<file path="config.mk">
export PLATFORM = sky130hd
export DESIGN_NAME = mem_release
export DESIGN_NICKNAME = d
export VERILOG_FILES = /design/src/mem_release_pkg.sv /design/src/pin_sync.sv /design/src/mem_release.sv
export SDC_FILE = /design/constraint.sdc
export NUM_CORES = 1
export LEC_CHECK = 0
export BUFFER_PORTS_ARGS = -buffer_cell sky130_fd_sc_hd__clkbuf_2
export CORE_MARGIN = 2
export CORE_UTILIZATION = 36
export CTS_BUF_LIST = sky130_fd_sc_hd__clkbuf_2
export DETAILED_ROUTE_END_ITERATION = 7
export SYNTH_ARGS = -nofsm -noshare
export SYNTH_HDL_FRONTEND = slang
export SYNTH_SLANG_ARGS = --single-unit
</file>
<file path="constraint.sdc">
create_clock -name clock -period 6.15 [get_ports clock]
set_input_delay 0.3075 -clock clock [delete_from_list [all_inputs] [get_ports clock]]
set_output_delay 0.3075 -clock clock [all_outputs]
set_load 0.1 [all_outputs]
</file>
<file path="src/mem_release_pkg.sv">
// Purpose: shared constants and types for the memory bus release block
// Assumes: one 25 MHz clock; memory clock is a divided enable of it
// Notes: counts are in memory clock ticks (E) or clock cycles (P), except the reset minimum in us
//
// Contract
// RULE1: grant only after every pending memory access has finished
// RULE2: float the memory bus no sooner than 2E after request falls
// RULE3: drive grant low within 0 to 2E after bus floats
// RULE4: master keeps request low at least 1E after grant falls
// RULE5: drive memory bus again 2E to 7E after request rises
// RULE6: release grant high within 0 to 2E after bus driven again
// RULE7: floated set is strobes, selects, enables, data, address, clock enable
// RULE8: memory clocks keep running unless clock float select is 1
// RULE9: selected clock float happens no sooner than 2E after request falls
// RULE10: selected clock float ends 2E to 7E after request rises
// RULE11: release inhibit set postpones grant while it stays set
// RULE12: pending access output changes only on memory clock rising edge
// RULE13: reset source holds device reset low at least 250 us
// RULE14: boot straps sampled at reset release, held valid 4P by driver
// RULE15: PCI clock runs 32 PCI periods before reset release
// RULE16: memory bus floats within 3P plus 4E of reset falling
// RULE17: memory bus driven 16E to 16070P after reset rises
// RULE18: memory clock resynchronised after reset falls and after it rises
// RULE19: first memory clock floats 2E after reset falls, valid by 16070P
// RULE20: grant and pending groups invalid in reset, valid by 16070P
// RULE21: peripheral group floats at reset, driven 2P to 16070P after
// RULE22: release request passes a multi-stage synchroniser before use

`default_nettype none

package mem_release_pkg;

  localparam int NUM_PORTS = 2;
  localparam int STRAP_WIDTH = 12;
  localparam int REG_ADDR_WIDTH = 4;
  localparam int REG_DATA_WIDTH = 32;

  // clock and memory clock
  localparam int CLOCK_PERIOD_NS = 40;
  localparam int ECLK_DIV = 4;
  localparam logic [1:0] ECLK_LAST = 2'h3;
  localparam logic [1:0] ECLK_HALF = 2'h2;

  // release handshake, in memory clock ticks
  localparam logic [2:0] FLOAT_MIN_TICKS = 3'h3;
  localparam logic [2:0] REDRIVE_TICKS = 3'h3;

  // device reset timing
  localparam int RESET_MIN_US = 250;
  localparam int RESET_MIN_CYCLES = (RESET_MIN_US * 1000) / CLOCK_PERIOD_NS;
  localparam logic [2:0] RST_FLOAT_TICKS = 3'h2;
  localparam logic [4:0] WAKE_TICKS = 5'h11;
  localparam int WAKE_MAX_P = 16070;
  localparam logic [13:0] PERIPH_MIN_P = 14'h0002;

  // register map, byte addresses
  localparam logic [3:0] CTRL_OFFSET = 4'h0;
  localparam logic [3:0] STATUS_OFFSET = 4'h4;
  localparam logic [3:0] BOOT_OFFSET = 4'h8;
  localparam int CTRL_INHIBIT_POS = 0;
  localparam int CTRL_CLKSEL_POS = 4;
  localparam logic [REG_DATA_WIDTH-1:0] CTRL_RESET = 32'h00000000;
  localparam int STAT_GRANT_POS = 0;
  localparam int STAT_BUSZ_POS = 2;
  localparam int STAT_CLKZ_POS = 4;
  localparam int STAT_INRESET_POS = 8;
  localparam int STAT_RESYNC_POS = 9;

  typedef enum logic [2:0] {
    PORT_OWN,
    PORT_DRAIN,
    PORT_FLOAT,
    PORT_GRANTED,
    PORT_RESUME,
    PORT_RELEASE
  } port_state_type;

  typedef enum logic [1:0] {
    RST_RUN,
    RST_ENTER,
    RST_HELD,
    RST_WAKE
  } reset_state_type;

endpackage

`default_nettype wire

</file>
<file path="src/pin_sync.sv">
// Purpose: three-stage pin synchroniser with agreement filter
// Assumes: pin is asynchronous to clock
// Notes: output moves only when stages two and three agree
`timescale 1ns/10ps
`default_nettype none

module pin_sync #(
  parameter logic RESET_LEVEL = 1'b1
) (
  // clock and reset
  input wire logic clock,
  input wire logic rst,
  // pin and filtered level
  input wire logic pin,
  output logic level
);

  logic stage1_reg;
  logic stage2_reg;
  logic stage3_reg;

  // first stage feeds only the second; metastability stays contained
  always_ff @(posedge clock) begin
    if (rst) begin
      stage1_reg <= RESET_LEVEL;
      stage2_reg <= RESET_LEVEL;
      stage3_reg <= RESET_LEVEL;
    end else begin
      stage1_reg <= pin;
      stage2_reg <= stage1_reg;
      stage3_reg <= stage2_reg;
    end
  end

  always_ff @(posedge clock) begin
    if (rst) begin
      level <= RESET_LEVEL;
    end else if (stage2_reg == stage3_reg) begin
      level <= stage3_reg;
    end
  end

endmodule // pin_sync

`default_nettype wire

</file>
<file path="src/mem_release.sv">
// Purpose: memory bus release handshake and device reset pin sequencing
// Assumes: memory controller reports busy and honours stop_new_access
// Notes: memory clock is clock divided by ECLK_DIV, one tick per period
//
// The address-and-strobe port and the register addresses are this design's own decisions.
`timescale 1ns/10ps
`default_nettype none

module mem_release #(
  parameter int WAKE_MAX_CYCLES = mem_release_pkg::WAKE_MAX_P
) (
  // clock and internal reset
  input wire logic clock,
  input wire logic rst,
  // register port
  input wire logic [mem_release_pkg::REG_ADDR_WIDTH-1:0] reg_addr,
  input wire logic [mem_release_pkg::REG_DATA_WIDTH-1:0] reg_wdata,
  input wire logic reg_write,
  input wire logic reg_read,
  output logic [mem_release_pkg::REG_DATA_WIDTH-1:0] reg_rdata,
  // device reset pin and boot straps
  input wire logic device_reset_n,
  input wire logic [mem_release_pkg::STRAP_WIDTH-1:0] port_b_address_pins,
  output logic [mem_release_pkg::STRAP_WIDTH-1:0] boot_config,
  // external master handshake, per port
  input wire logic [mem_release_pkg::NUM_PORTS-1:0] bus_release_request_n,
  output logic [mem_release_pkg::NUM_PORTS-1:0] bus_release_grant,
  output logic [mem_release_pkg::NUM_PORTS-1:0] bus_release_grant_oe,
  // memory controller side, per port
  input wire logic [mem_release_pkg::NUM_PORTS-1:0] controller_busy,
  input wire logic [mem_release_pkg::NUM_PORTS-1:0] controller_pending,
  output logic [mem_release_pkg::NUM_PORTS-1:0] stop_new_access,
  // memory port pins, per port
  output logic [mem_release_pkg::NUM_PORTS-1:0] memory_bus_oe,
  output logic [mem_release_pkg::NUM_PORTS-1:0] memory_clock_output,
  output logic [mem_release_pkg::NUM_PORTS-1:0] memory_clock_oe,
  output logic [mem_release_pkg::NUM_PORTS-1:0] pending_access_request,
  output logic [mem_release_pkg::NUM_PORTS-1:0] pending_access_oe,
  // general peripheral pin group
  output logic peripheral_group_oe
);

  import mem_release_pkg::*;

  ////////////////////////////////////////////////////////////////////
  // declarations

  logic reset_level;
  logic [NUM_PORTS-1:0] request_level;
  logic [REG_DATA_WIDTH-1:0] ctrl_reg;
  logic [REG_DATA_WIDTH-1:0] status_word;
  logic [1:0] div_reg;
  logic tick;
  logic clock_high_reg;
  logic resync_hold_reg;
  reset_state_type rst_state_reg;
  logic [2:0] rst_tick_reg;
  logic [4:0] wake_tick_reg;
  logic [13:0] wake_cyc_reg;
  logic z_valid_reg;
  logic clock_valid_reg;
  logic group_valid_reg;
  logic periph_valid_reg;
  logic [3*STRAP_WIDTH-1:0] strap_pipe_reg;
  logic running;
  logic [NUM_PORTS-1:0] port_bus_oe;
  logic [NUM_PORTS-1:0] port_clock_oe;
  logic [NUM_PORTS-1:0] port_grant;

  ////////////////////////////////////////////////////////////////////
  // pin synchronisers

  pin_sync #(
    .RESET_LEVEL(1'b1)
  ) reset_sync (
    .clock(clock),
    .rst(rst),
    .pin(device_reset_n),
    .level(reset_level)
  );

  generate
    for (genvar i = 0; i < NUM_PORTS; i++) begin : g_req_sync
      pin_sync #(
        .RESET_LEVEL(1'b1)
      ) request_sync (
        .clock(clock),
        .rst(rst),
        .pin(bus_release_request_n[i]),
        .level(request_level[i])
      ); // [RULE22]
    end
  endgenerate

  ////////////////////////////////////////////////////////////////////
  // memory clock divider

  // divider parks during reset so the clock restarts phase aligned
  always_ff @(posedge clock) begin
    if (rst || resync_hold_reg) begin
      div_reg <= 2'h0;
    end else begin
      div_reg <= div_reg + 2'h1;
    end
  end // [RULE18]

  assign tick = (div_reg == ECLK_LAST) && !resync_hold_reg;

  // rising memory clock edge coincides with tick
  always_ff @(posedge clock) begin
    if (rst) begin
      clock_high_reg <= 1'b0;
    end else if (resync_hold_reg) begin
      clock_high_reg <= 1'b0;
    end else if (tick) begin
      clock_high_reg <= 1'b1;
    end else if (div_reg == (ECLK_HALF - 2'h1)) begin
      clock_high_reg <= 1'b0;
    end
  end

  ////////////////////////////////////////////////////////////////////
  // device reset sequencing

  assign running = (rst_state_reg == RST_RUN) && reset_level;

  always_ff @(posedge clock) begin
    if (rst) begin
      rst_state_reg <= RST_RUN;
      rst_tick_reg <= 3'h0;
      wake_tick_reg <= 5'h00;
      wake_cyc_reg <= 14'h0000;
      z_valid_reg <= 1'b1;
      clock_valid_reg <= 1'b1;
      group_valid_reg <= 1'b1;
      periph_valid_reg <= 1'b1;
      resync_hold_reg <= 1'b0;
    end else if (!reset_level && (rst_state_reg == RST_RUN ||
                                  rst_state_reg == RST_WAKE)) begin
      rst_state_reg <= RST_ENTER;
      rst_tick_reg <= 3'h0;
      z_valid_reg <= 1'b0; // [RULE16] [RULE7]
      periph_valid_reg <= 1'b0; // [RULE21]
    end else begin
      case (rst_state_reg)
        RST_RUN: begin
          rst_tick_reg <= 3'h0;
        end
        RST_ENTER: begin
          if (tick) begin
            rst_tick_reg <= rst_tick_reg + 3'h1;
          end
          if (tick && (rst_tick_reg + 3'h1 >= RST_FLOAT_TICKS)) begin
            clock_valid_reg <= 1'b0; // [RULE19]
            group_valid_reg <= 1'b0; // [RULE20]
            resync_hold_reg <= 1'b1; // [RULE18]
            rst_state_reg <= RST_HELD;
          end else if (reset_level) begin
            clock_valid_reg <= 1'b0;
            group_valid_reg <= 1'b0;
            rst_state_reg <= RST_HELD;
          end
        end
        RST_HELD: begin
          if (reset_level) begin
            resync_hold_reg <= 1'b0; // [RULE18]
            wake_tick_reg <= 5'h00;
            wake_cyc_reg <= 14'h0000;
            rst_state_reg <= RST_WAKE;
          end
        end
        RST_WAKE: begin
          wake_cyc_reg <= wake_cyc_reg + 14'h0001;
          if (wake_cyc_reg + 14'h0001 >= PERIPH_MIN_P) begin
            periph_valid_reg <= 1'b1; // [RULE21]
          end
          if (tick) begin
            wake_tick_reg <= wake_tick_reg + 5'h01;
          end
          // tick count sets the minimum, cycle cap guards the maximum
          if ((tick && (wake_tick_reg + 5'h01 >= WAKE_TICKS)) ||
              (wake_cyc_reg + 14'h0001 >= 14'(WAKE_MAX_CYCLES))) begin
            z_valid_reg <= 1'b1; // [RULE17]
            clock_valid_reg <= 1'b1; // [RULE19]
            group_valid_reg <= 1'b1; // [RULE20]
            periph_valid_reg <= 1'b1;
            rst_state_reg <= RST_RUN;
          end
        end
        default: begin
          rst_state_reg <= RST_RUN;
        end
      endcase
    end
  end

  // straps delayed like the reset pin, so the capture sees them as they
  // stood within 4P of release, not after the driver lets go
  always_ff @(posedge clock) begin
    if (rst) begin
      strap_pipe_reg <= '0;
    end else begin
      strap_pipe_reg <= {strap_pipe_reg[2*STRAP_WIDTH-1:0], port_b_address_pins};
    end
  end

  always_ff @(posedge clock) begin
    if (rst) begin
      boot_config <= '0;
    end else if (rst_state_reg == RST_HELD && reset_level) begin
      boot_config <= strap_pipe_reg[3*STRAP_WIDTH-1 -: STRAP_WIDTH]; // [RULE14]
    end
  end

  ////////////////////////////////////////////////////////////////////
  // per port release handshake

  generate
    for (genvar i = 0; i < NUM_PORTS; i++) begin : g_port
      port_state_type state_reg;
      logic [2:0] cnt_reg;
      logic bus_oe_reg;
      logic clk_oe_reg;
      logic grant_reg;
      logic pending_reg;
      logic inhibit;
      logic clk_float_sel;

      assign inhibit = ctrl_reg[CTRL_INHIBIT_POS + i];
      assign clk_float_sel = ctrl_reg[CTRL_CLKSEL_POS + i];

      always_ff @(posedge clock) begin
        if (rst || !running) begin
          state_reg <= PORT_OWN;
          cnt_reg <= 3'h0;
          bus_oe_reg <= 1'b1;
          clk_oe_reg <= 1'b1;
          grant_reg <= 1'b0;
        end else begin
          case (state_reg)
            PORT_OWN: begin
              cnt_reg <= 3'h0;
              if (!request_level[i]) begin
                state_reg <= PORT_DRAIN;
              end
            end
            PORT_DRAIN: begin
              if (tick && cnt_reg != 3'h7) begin
                cnt_reg <= cnt_reg + 3'h1;
              end
              if (request_level[i]) begin
                state_reg <= PORT_OWN;
              end else if (cnt_reg >= FLOAT_MIN_TICKS && !controller_busy[i]
                           && !inhibit) begin // [RULE1] [RULE11]
                bus_oe_reg <= 1'b0; // [RULE2] [RULE7]
                clk_oe_reg <= !clk_float_sel; // [RULE8] [RULE9]
                state_reg <= PORT_FLOAT;
              end
            end
            PORT_FLOAT: begin
              if (tick) begin
                grant_reg <= 1'b1; // [RULE3]
                state_reg <= PORT_GRANTED;
              end
            end
            PORT_GRANTED: begin
              cnt_reg <= 3'h0;
              // master holds request at least 1E past grant
              if (request_level[i]) begin
                state_reg <= PORT_RESUME; // [RULE4]
              end
            end
            PORT_RESUME: begin
              if (tick) begin
                cnt_reg <= cnt_reg + 3'h1;
              end
              if (tick && (cnt_reg + 3'h1 >= REDRIVE_TICKS)) begin
                bus_oe_reg <= 1'b1; // [RULE5]
                clk_oe_reg <= 1'b1; // [RULE10]
                state_reg <= PORT_RELEASE;
              end
            end
            PORT_RELEASE: begin
              if (tick) begin
                grant_reg <= 1'b0; // [RULE6]
                state_reg <= PORT_OWN;
              end
            end
            default: begin
              state_reg <= PORT_OWN;
            end
          endcase
        end
      end

      // pending output follows the controller at rising clock edges only
      always_ff @(posedge clock) begin
        if (rst) begin
          pending_reg <= 1'b0;
        end else if (tick) begin
          pending_reg <= controller_pending[i]; // [RULE12]
        end
      end

      assign port_bus_oe[i] = bus_oe_reg;
      assign port_clock_oe[i] = clk_oe_reg;
      assign port_grant[i] = grant_reg;
      assign stop_new_access[i] = (state_reg != PORT_OWN) || !running;
      assign memory_bus_oe[i] = bus_oe_reg && z_valid_reg; // [RULE16]
      assign memory_clock_oe[i] = clk_oe_reg && clock_valid_reg; // [RULE19]
      assign memory_clock_output[i] = clock_high_reg;
      assign bus_release_grant[i] = !grant_reg;
      assign bus_release_grant_oe[i] = group_valid_reg; // [RULE20]
      assign pending_access_request[i] = pending_reg;
      assign pending_access_oe[i] = group_valid_reg; // [RULE20]
    end
  endgenerate

  assign peripheral_group_oe = periph_valid_reg && reset_level; // [RULE21]

  ////////////////////////////////////////////////////////////////////
  // register port

  always_ff @(posedge clock) begin
    if (rst) begin
      ctrl_reg <= CTRL_RESET;
    end else if (reg_write && reg_addr == CTRL_OFFSET) begin
      ctrl_reg <= reg_wdata;
    end
  end

  always_comb begin
    status_word = '0;
    status_word[STAT_GRANT_POS +: NUM_PORTS] = port_grant;
    status_word[STAT_BUSZ_POS +: NUM_PORTS] = ~port_bus_oe;
    status_word[STAT_CLKZ_POS +: NUM_PORTS] = ~port_clock_oe;
    status_word[STAT_INRESET_POS] = !running;
    status_word[STAT_RESYNC_POS] = resync_hold_reg;
  end

  // unmapped reads return zero; data stands one cycle only
  always_ff @(posedge clock) begin
    if (rst || !reg_read) begin
      reg_rdata <= '0;
    end else begin
      case (reg_addr)
        CTRL_OFFSET: reg_rdata <= ctrl_reg;
        STATUS_OFFSET: reg_rdata <= status_word;
        BOOT_OFFSET: reg_rdata <= {{(REG_DATA_WIDTH-STRAP_WIDTH){1'b0}}, boot_config};
        default: reg_rdata <= '0;
      endcase
    end
  end

endmodule // mem_release

`default_nettype wire

</file>
### Word level (Yosys, flattened, before mapping)

Cells that the tools add are included.
Widths: inputs -> output; s select.

* order comparisons: 8
* add/sub/neg operators: 6
* reduce and logical (&&, ||, !) cells: 82
* bitwise gates (word level): 3
* muxes and demuxes: 66
* equality and inequality tests: 51

Operator list (number)
* $pmux 32 s3: 1
* $mux 3: 17
* $ne 2x2->1 const B: 19
* $pmux 3 s6: 2
* $pmux 14 s2: 1
* $reduce_and 4->1: 7
* $mux 1: 25
* $reduce_bool 2->1: 11
* $logic_and 1x1->1: 20
* $pmux 3 s3: 2
* $reduce_bool 3->1: 6
* $pmux 1 s2: 8
* $ge 3x2->1 const B: 5
* $reduce_and 3->1: 5
* $add 14x1->14 const B: 1
* $ge 14x14->1 const B: 1
* $ge 14x2->1 const B: 1
* $mux 14: 1
* $eq 3x2->1 const B: 4
* $eq 3x3->1 const B: 4
* $logic_not 1->1: 12
* $ne 3x2->1 const B: 4
* $reduce_and 6->1: 2
* $mux 5: 2
* 27 further kinds: 55

* flip-flop bits (word level): 175
* output and inout port bits: 61
* logic and storage cells: 255

### Logic depth before layout (Yosys ltp)

* depth in word-level cells: 7
* gate-level depth with buffers: 10

### Cells and area by module

A second synthesis with hierarchy kept.

* cells, all modules: 838
* area total of the unflattened synthesis: 7180.6 µm²

By module, submodules not included
* mem_release: sequential area each 3263.1 µm², times used 1, cells an instance 808, area an instance 6835.3 µm²
* pin_sync: sequential area each 80.1 µm², times used 3, cells an instance 10, area an instance 115.1 µm²

### Least setup slack after synthesis

Ideal clock, no wire load.

* path kind: register to register
* from: reg wake_tick_reg[0]
* to: reg periph_valid_reg
* data required time: 6.030 ns
* arrival: 1.902 ns
* buffers on the path: 0
* path slack: 4.128 ns
* clock period less this slack: 2.022 ns
* cell stages (with the launch flop): 9
* path through: dfxtp_1 -> inv_1 -> ha_1 -> nor3_1 -> a311o_1 -> nand4_1 -> or4_1 -> a21oi_1 -> o21bai_1

* cells in the longest elaborated chain, start to end: 7
* elaborated cells on any way between the ends: 9
* classes of those cells: add/sub (1); order compare (1); mux (3); reduce/logical (4)

Ends and longest elaborated chain
* start: declaration: line mem_release.sv:58 `logic [4:0] wake_tick_reg;`
* start signal: assignment: line mem_release.sv:178 `wake_tick_reg <= wake_tick_reg + 5'h01;`
* $add 5x1->5 *: line mem_release.sv:181 `if ((tick && (wake_tick_reg + 5'h01 >= WAKE_TICKS)) ||`
* $ge 5x5->1 *: line mem_release.sv:181
* $logic_and 1x1->1 *: line mem_release.sv:181
* $logic_or 1x1->1 *: line mem_release.sv:181
* $mux 1: line mem_release.sv:181
* $mux 1: line mem_release.sv:145 `case (rst_state_reg)`
* $mux 1: line mem_release.sv:138 `end else if (!reset_level && (rst_state_reg == RST_RUN ||`
* end signal: assignment: line mem_release.sv:136 `periph_valid_reg <= 1'b1;`
* end signal: assignment: line mem_release.sv:143 `periph_valid_reg <= 1'b0;`
* end signal: assignment: line mem_release.sv:186 `periph_valid_reg <= 1'b1;`
* end: declaration: line mem_release.sv:63 `logic periph_valid_reg;`

Mark *: on every way between the ends. The rest lies on a longest branch, timed or not. The select of a mux whose other input is x is not followed.
A chain may end at the register's enable or synchronous reset.

### Worst setup path in the final report

* from: reg reset_sync.level
* to: out stop_new_access[0] (netlist name)

* cells in the longest elaborated chain, start to end: 3

Ends and longest elaborated chain
* start: declaration: line pin_sync.sv:15 `output logic level`
* start signal: assignment: line pin_sync.sv:39 `level <= stage3_reg;`
* $logic_and 1x1->1: line mem_release.sv:125 `assign running = (rst_state_reg == RST_RUN) && reset_level;`
* $logic_not 1->1: line mem_release.sv:308 `assign stop_new_access[i] = (state_reg != PORT_OWN) || !running;`
* $logic_or 1x1->1: line mem_release.sv:308
* end: declaration: line mem_release.sv:32 `output logic [mem_release_pkg::NUM_PORTS-1:0] stop_new_access,`

Every way passes these cells.

==> impl_metrics.tcl <==
set metrics [dict create \
    status "finished, final reports clean" \
    worst-path-max-fanout 18 \
    yosys.area.top_type "dfxtp_1" \
    grt_pass1_vias 5245 \
    overflow 0 \
    rr_worst_depth 10 \
    max_freq_mhz 338 \
    synth_area_leaders "dfxtp_1, nand2_1, a21oi_1" \
    power_density_nw_per_um2 248 \
    hold_depth 5 \
    synth.distinct_cells 63 \
    initial_utilization_pct 36.4 \
    syn_area_um2 7020 \
    maxCapViolCount 0 \
    synth.top_cell.area_share_pct 49.9 \
    synth_edf_count 0 \
    relSlewSlack_pct 44.8 \
    grt_pass1_wl_um 25800 \
    clock-sinks 175 \
    synthCells 807 \
    fin_area_um2 8790 \
    h-tree-depth 4 \
    holdPathEnd "reg_rdata[10]" \
    dp_hpwl_um 10700 \
    io_buffers 119 \
    finalWorstSetupSlack_ps 3190 \
    clock_latency_ps 780 \
    ys_seq_area_share_pct 49.9 \
    skew_ps 52.3 \
    cpLargestDelayFamily "simple AND/OR/NAND/NOR gates" \
    drc 0 \
    worstMarginPinSlew_ps 829 \
    p_total_mw 2.18 \
    post-route-period-util_pct 48.1 \
    largest_reg_flops 36 \
    arrival_ps 2650 \
    cts_buffers 17 \
    worstPathRequired_ps 5840 \
    setup_viol 0 \
    path_cells "nand2_1 > or4_1 > clkbuf_2" \
    die_h_um 144 \
    dr.pass1.iters 5 \
    max-clock-path-buffers 2 \
    synth-seq-cells 175 \
    grt_max_degree 89 \
    rsz0062_at_grt "no" \
    worst_r2r_endpoint "wake_tick_reg[4]" \
    cts_tree "built" \
    post_drt_wl_per_cell_um 13.0 \
    grt_usage_pct 15.7 \
    die_w_um 144 \
    nNetsFinal 1058 \
    synth_flop_cell "dfxtp_1" \
    drive_above_1_share_pct 18.7 \
    core-area_um2 19300 \
    fin_setup_tns_ps 0 \
    n_fill_cell 1904 \
    via_count 5808 \
    critPathBufInv 1 \
    place.gp.congestion 0.790 \
    cts_root_buf "clkbuf_2" \
    min_period_ps 2960 \
    drt_iter0_markers 330 \
    end_kind "primary output" \
    cpPeakStageDelay_ps 710 \
    vdd_ir_drop_max_mv 0.137 \
    slowest_stage "dfxtp_1" \
    rows 51 \
    grt_antenna_before_repair 1 \
    crit_type "reg2out" \
    hold_start "reg_addr[2]" \
    hp-class "in2reg" \
    placed_area_um2 7760 \
    worst_setup_path_start_kind "register" \
    area_growth_syn_to_layout_pct 25.3 \
    place_ws_ps 3770 \
    avgSynthCellArea_um2 8.69 \
    cts.clk_slew.worst_paths_ps 310 \
    ys_warn_count 0 \
    hold_viol_final 0 \
    slew_viol_final 0 \
    async_flop_share_pct 0 \
    viasPerCell 4.63 \
    reg2reg_setup_slack_ps 3710 \
    ant_nets 0 \
    cts_resized 0 \
    totalWireLength_um 16300 \
    regToRegStartpoint "rst_state_reg[0]" \
    ioPinCount 120 \
    syn_nets 889 \
    p_leak_nw 3.62 \
    die_area_um2 20600 \
    utilization_pct 45.6 \
]
## worst reg2reg max path: cells and delay by family, from the launching register on
| family | cells | cell delay, ps |
|---|---|---|
| adders and majority gates | 1 | 450 |
| and+or+nand+nor | 4 | 690 |
| DFF | 1 | 480 |
| AOI/OAI and AO/OA | 3 | 390 |
| buffers and inverters | 2 | 340 |
## where the power goes
group / switching [mW] / total [mW] / leakage [nW] / internal, mW
Combinational: 0.307 / 0.410 / 2.06 / 0.103
Sequential: 0.0239 / 1.19 / 1.42 / 1.17
Clock: 0.443 / 0.575 / 0.142 / 0.132
Total: 0.774 / 2.18 / 3.62 / 1.40
## cells by family (layout without fill, tap and decap cells)
| kind of cell | after synthesis | after routing | share of synthesized area, % |
|---|---|---|---|
| and+or+nand+nor | 354 | 354 | 24.8 |
| DFF | 175 | 175 | 49.9 |
| AOI/OAI and AO/OA | 157 | 157 | 13.9 |
| buffers and inverters | 80 | 262 | 5.01 |
| adders and majority gates | 23 | 23 | 4.10 |
| xor gates and xnor gates | 14 | 14 | 1.75 |
| muxes | 4 | 4 | 0.589 |
| other | 0 | 1 | 0 |
## repair_timing
action                                 4_1_cts  5_1_grt
endpoints found under the hold margin       66        0
buffers inserted                             0        0
hold buffers                                79        0
## final cells by class
cell class	instances	area, um^2	area share [%]
clock inverters	14	149	1.69
flip-flops and latches	175	3500	39.9
multi-input cells	552	3170	36.1
repair buffers	206	1450	16.5
diodes	1	2.50	0.0285
inverters	24	90.1	1.03
clock buffers	18	90.1	1.03
well taps	265	332	3.77
## per-stage QoR
stage | instances | hold slack [ps]
2_1_floorplan | 807 | 389
3_3_place_gp | 1143 | 392
3_5_place_dp | 1143 | 403
4_1_cts | 1254 | 13.6
5_1_grt | 1255 | 7.83
6_report | 1255 | 83.2
## synth_stat cells (2+ instances only)
cell and n:
or2_2 12, a22oi_1 7, and2_1 28, nor2b_1 41, nor2_1 74, o21a_1 3
mux2i_1 3, inv_1 24, ha_1 23, nor4_1 2, buf_4 8, xnor2_1 6
o21ai_1 2, a311oi_1 2, xor2_1 8, buf_6 2, nand2_1 127, a31oi_1 10
nor4b_1 3, nor3b_1 2, nand3_1 13, a21oi_1 81, a21o_1 2, nand3b_1 5
clkbuf_1 40, o21ai_0 16, nand2b_1 7, nor3_1 15, a2bb2oi_1 3, buf_2 4
nor3_2 2, and3_4 2, or4_1 2, o21bai_1 9, a222oi_1 8, nand4_1 7
dfxtp_1 175, or3_1 4
## per-layer routing
layer | GRT usage (%) | vias to the layer above | share of wire, %
met1 | 21.2 | 2621 | 48
met3 | 3.93 | 21 | 4.3
met5 | 0 | - | 0
li1 | - | 3033 | -
met4 | 5.47 | 0 | 2.1
met2 | 24.5 | 133 | 45
## cells in the final DEF (no fill, tap or decap), types with 3 or more instances in the layout
cell type	instances
a22oi_1	7
inv_1	24
o21a_1	3
inv_8	4
a31oi_1	10
nand4_1	7
mux2i_1	3
ha_1	23
a222oi_1	8
nor3_1	15
a2bb2oi_1	3
clkinv_4	4
xnor2_1	6
nor2_1	74
clkinv_8	3
nor2b_1	41
clkbuf_2	136
or2_2	12
nand3b_1	5
o21bai_1	9
nand2_1	127
nand3_1	13
a21oi_1	81
dlygate4sd3_1	79
or3_1	4
buf_4	9
o21ai_0	16
and2_1	29
nand2b_1	7
xor2_1	8
dfxtp_1	175
## worst max path at each step
stage | slack, ps | endpoint | from | cells past startpoint
5_1_grt | 2960 | stop_new_access[0] | reset_sync.level | 3
3_3_place_gp | 3810 | wake_tick_reg[4] | rst_state_reg[0] | 10
4_1_cts | 3080 | stop_new_access[0] | reset_sync.level | 3
2_1_floorplan | 4130 | periph_valid_reg | wake_tick_reg[0] | 8
6_report | 3190 | stop_new_access[0] | reset_sync.level | 3
3_5_place_dp | 3770 | wake_tick_reg[4] | rst_state_reg[0] | 10
Note: power is estimated with default switching activity, not from simulation.
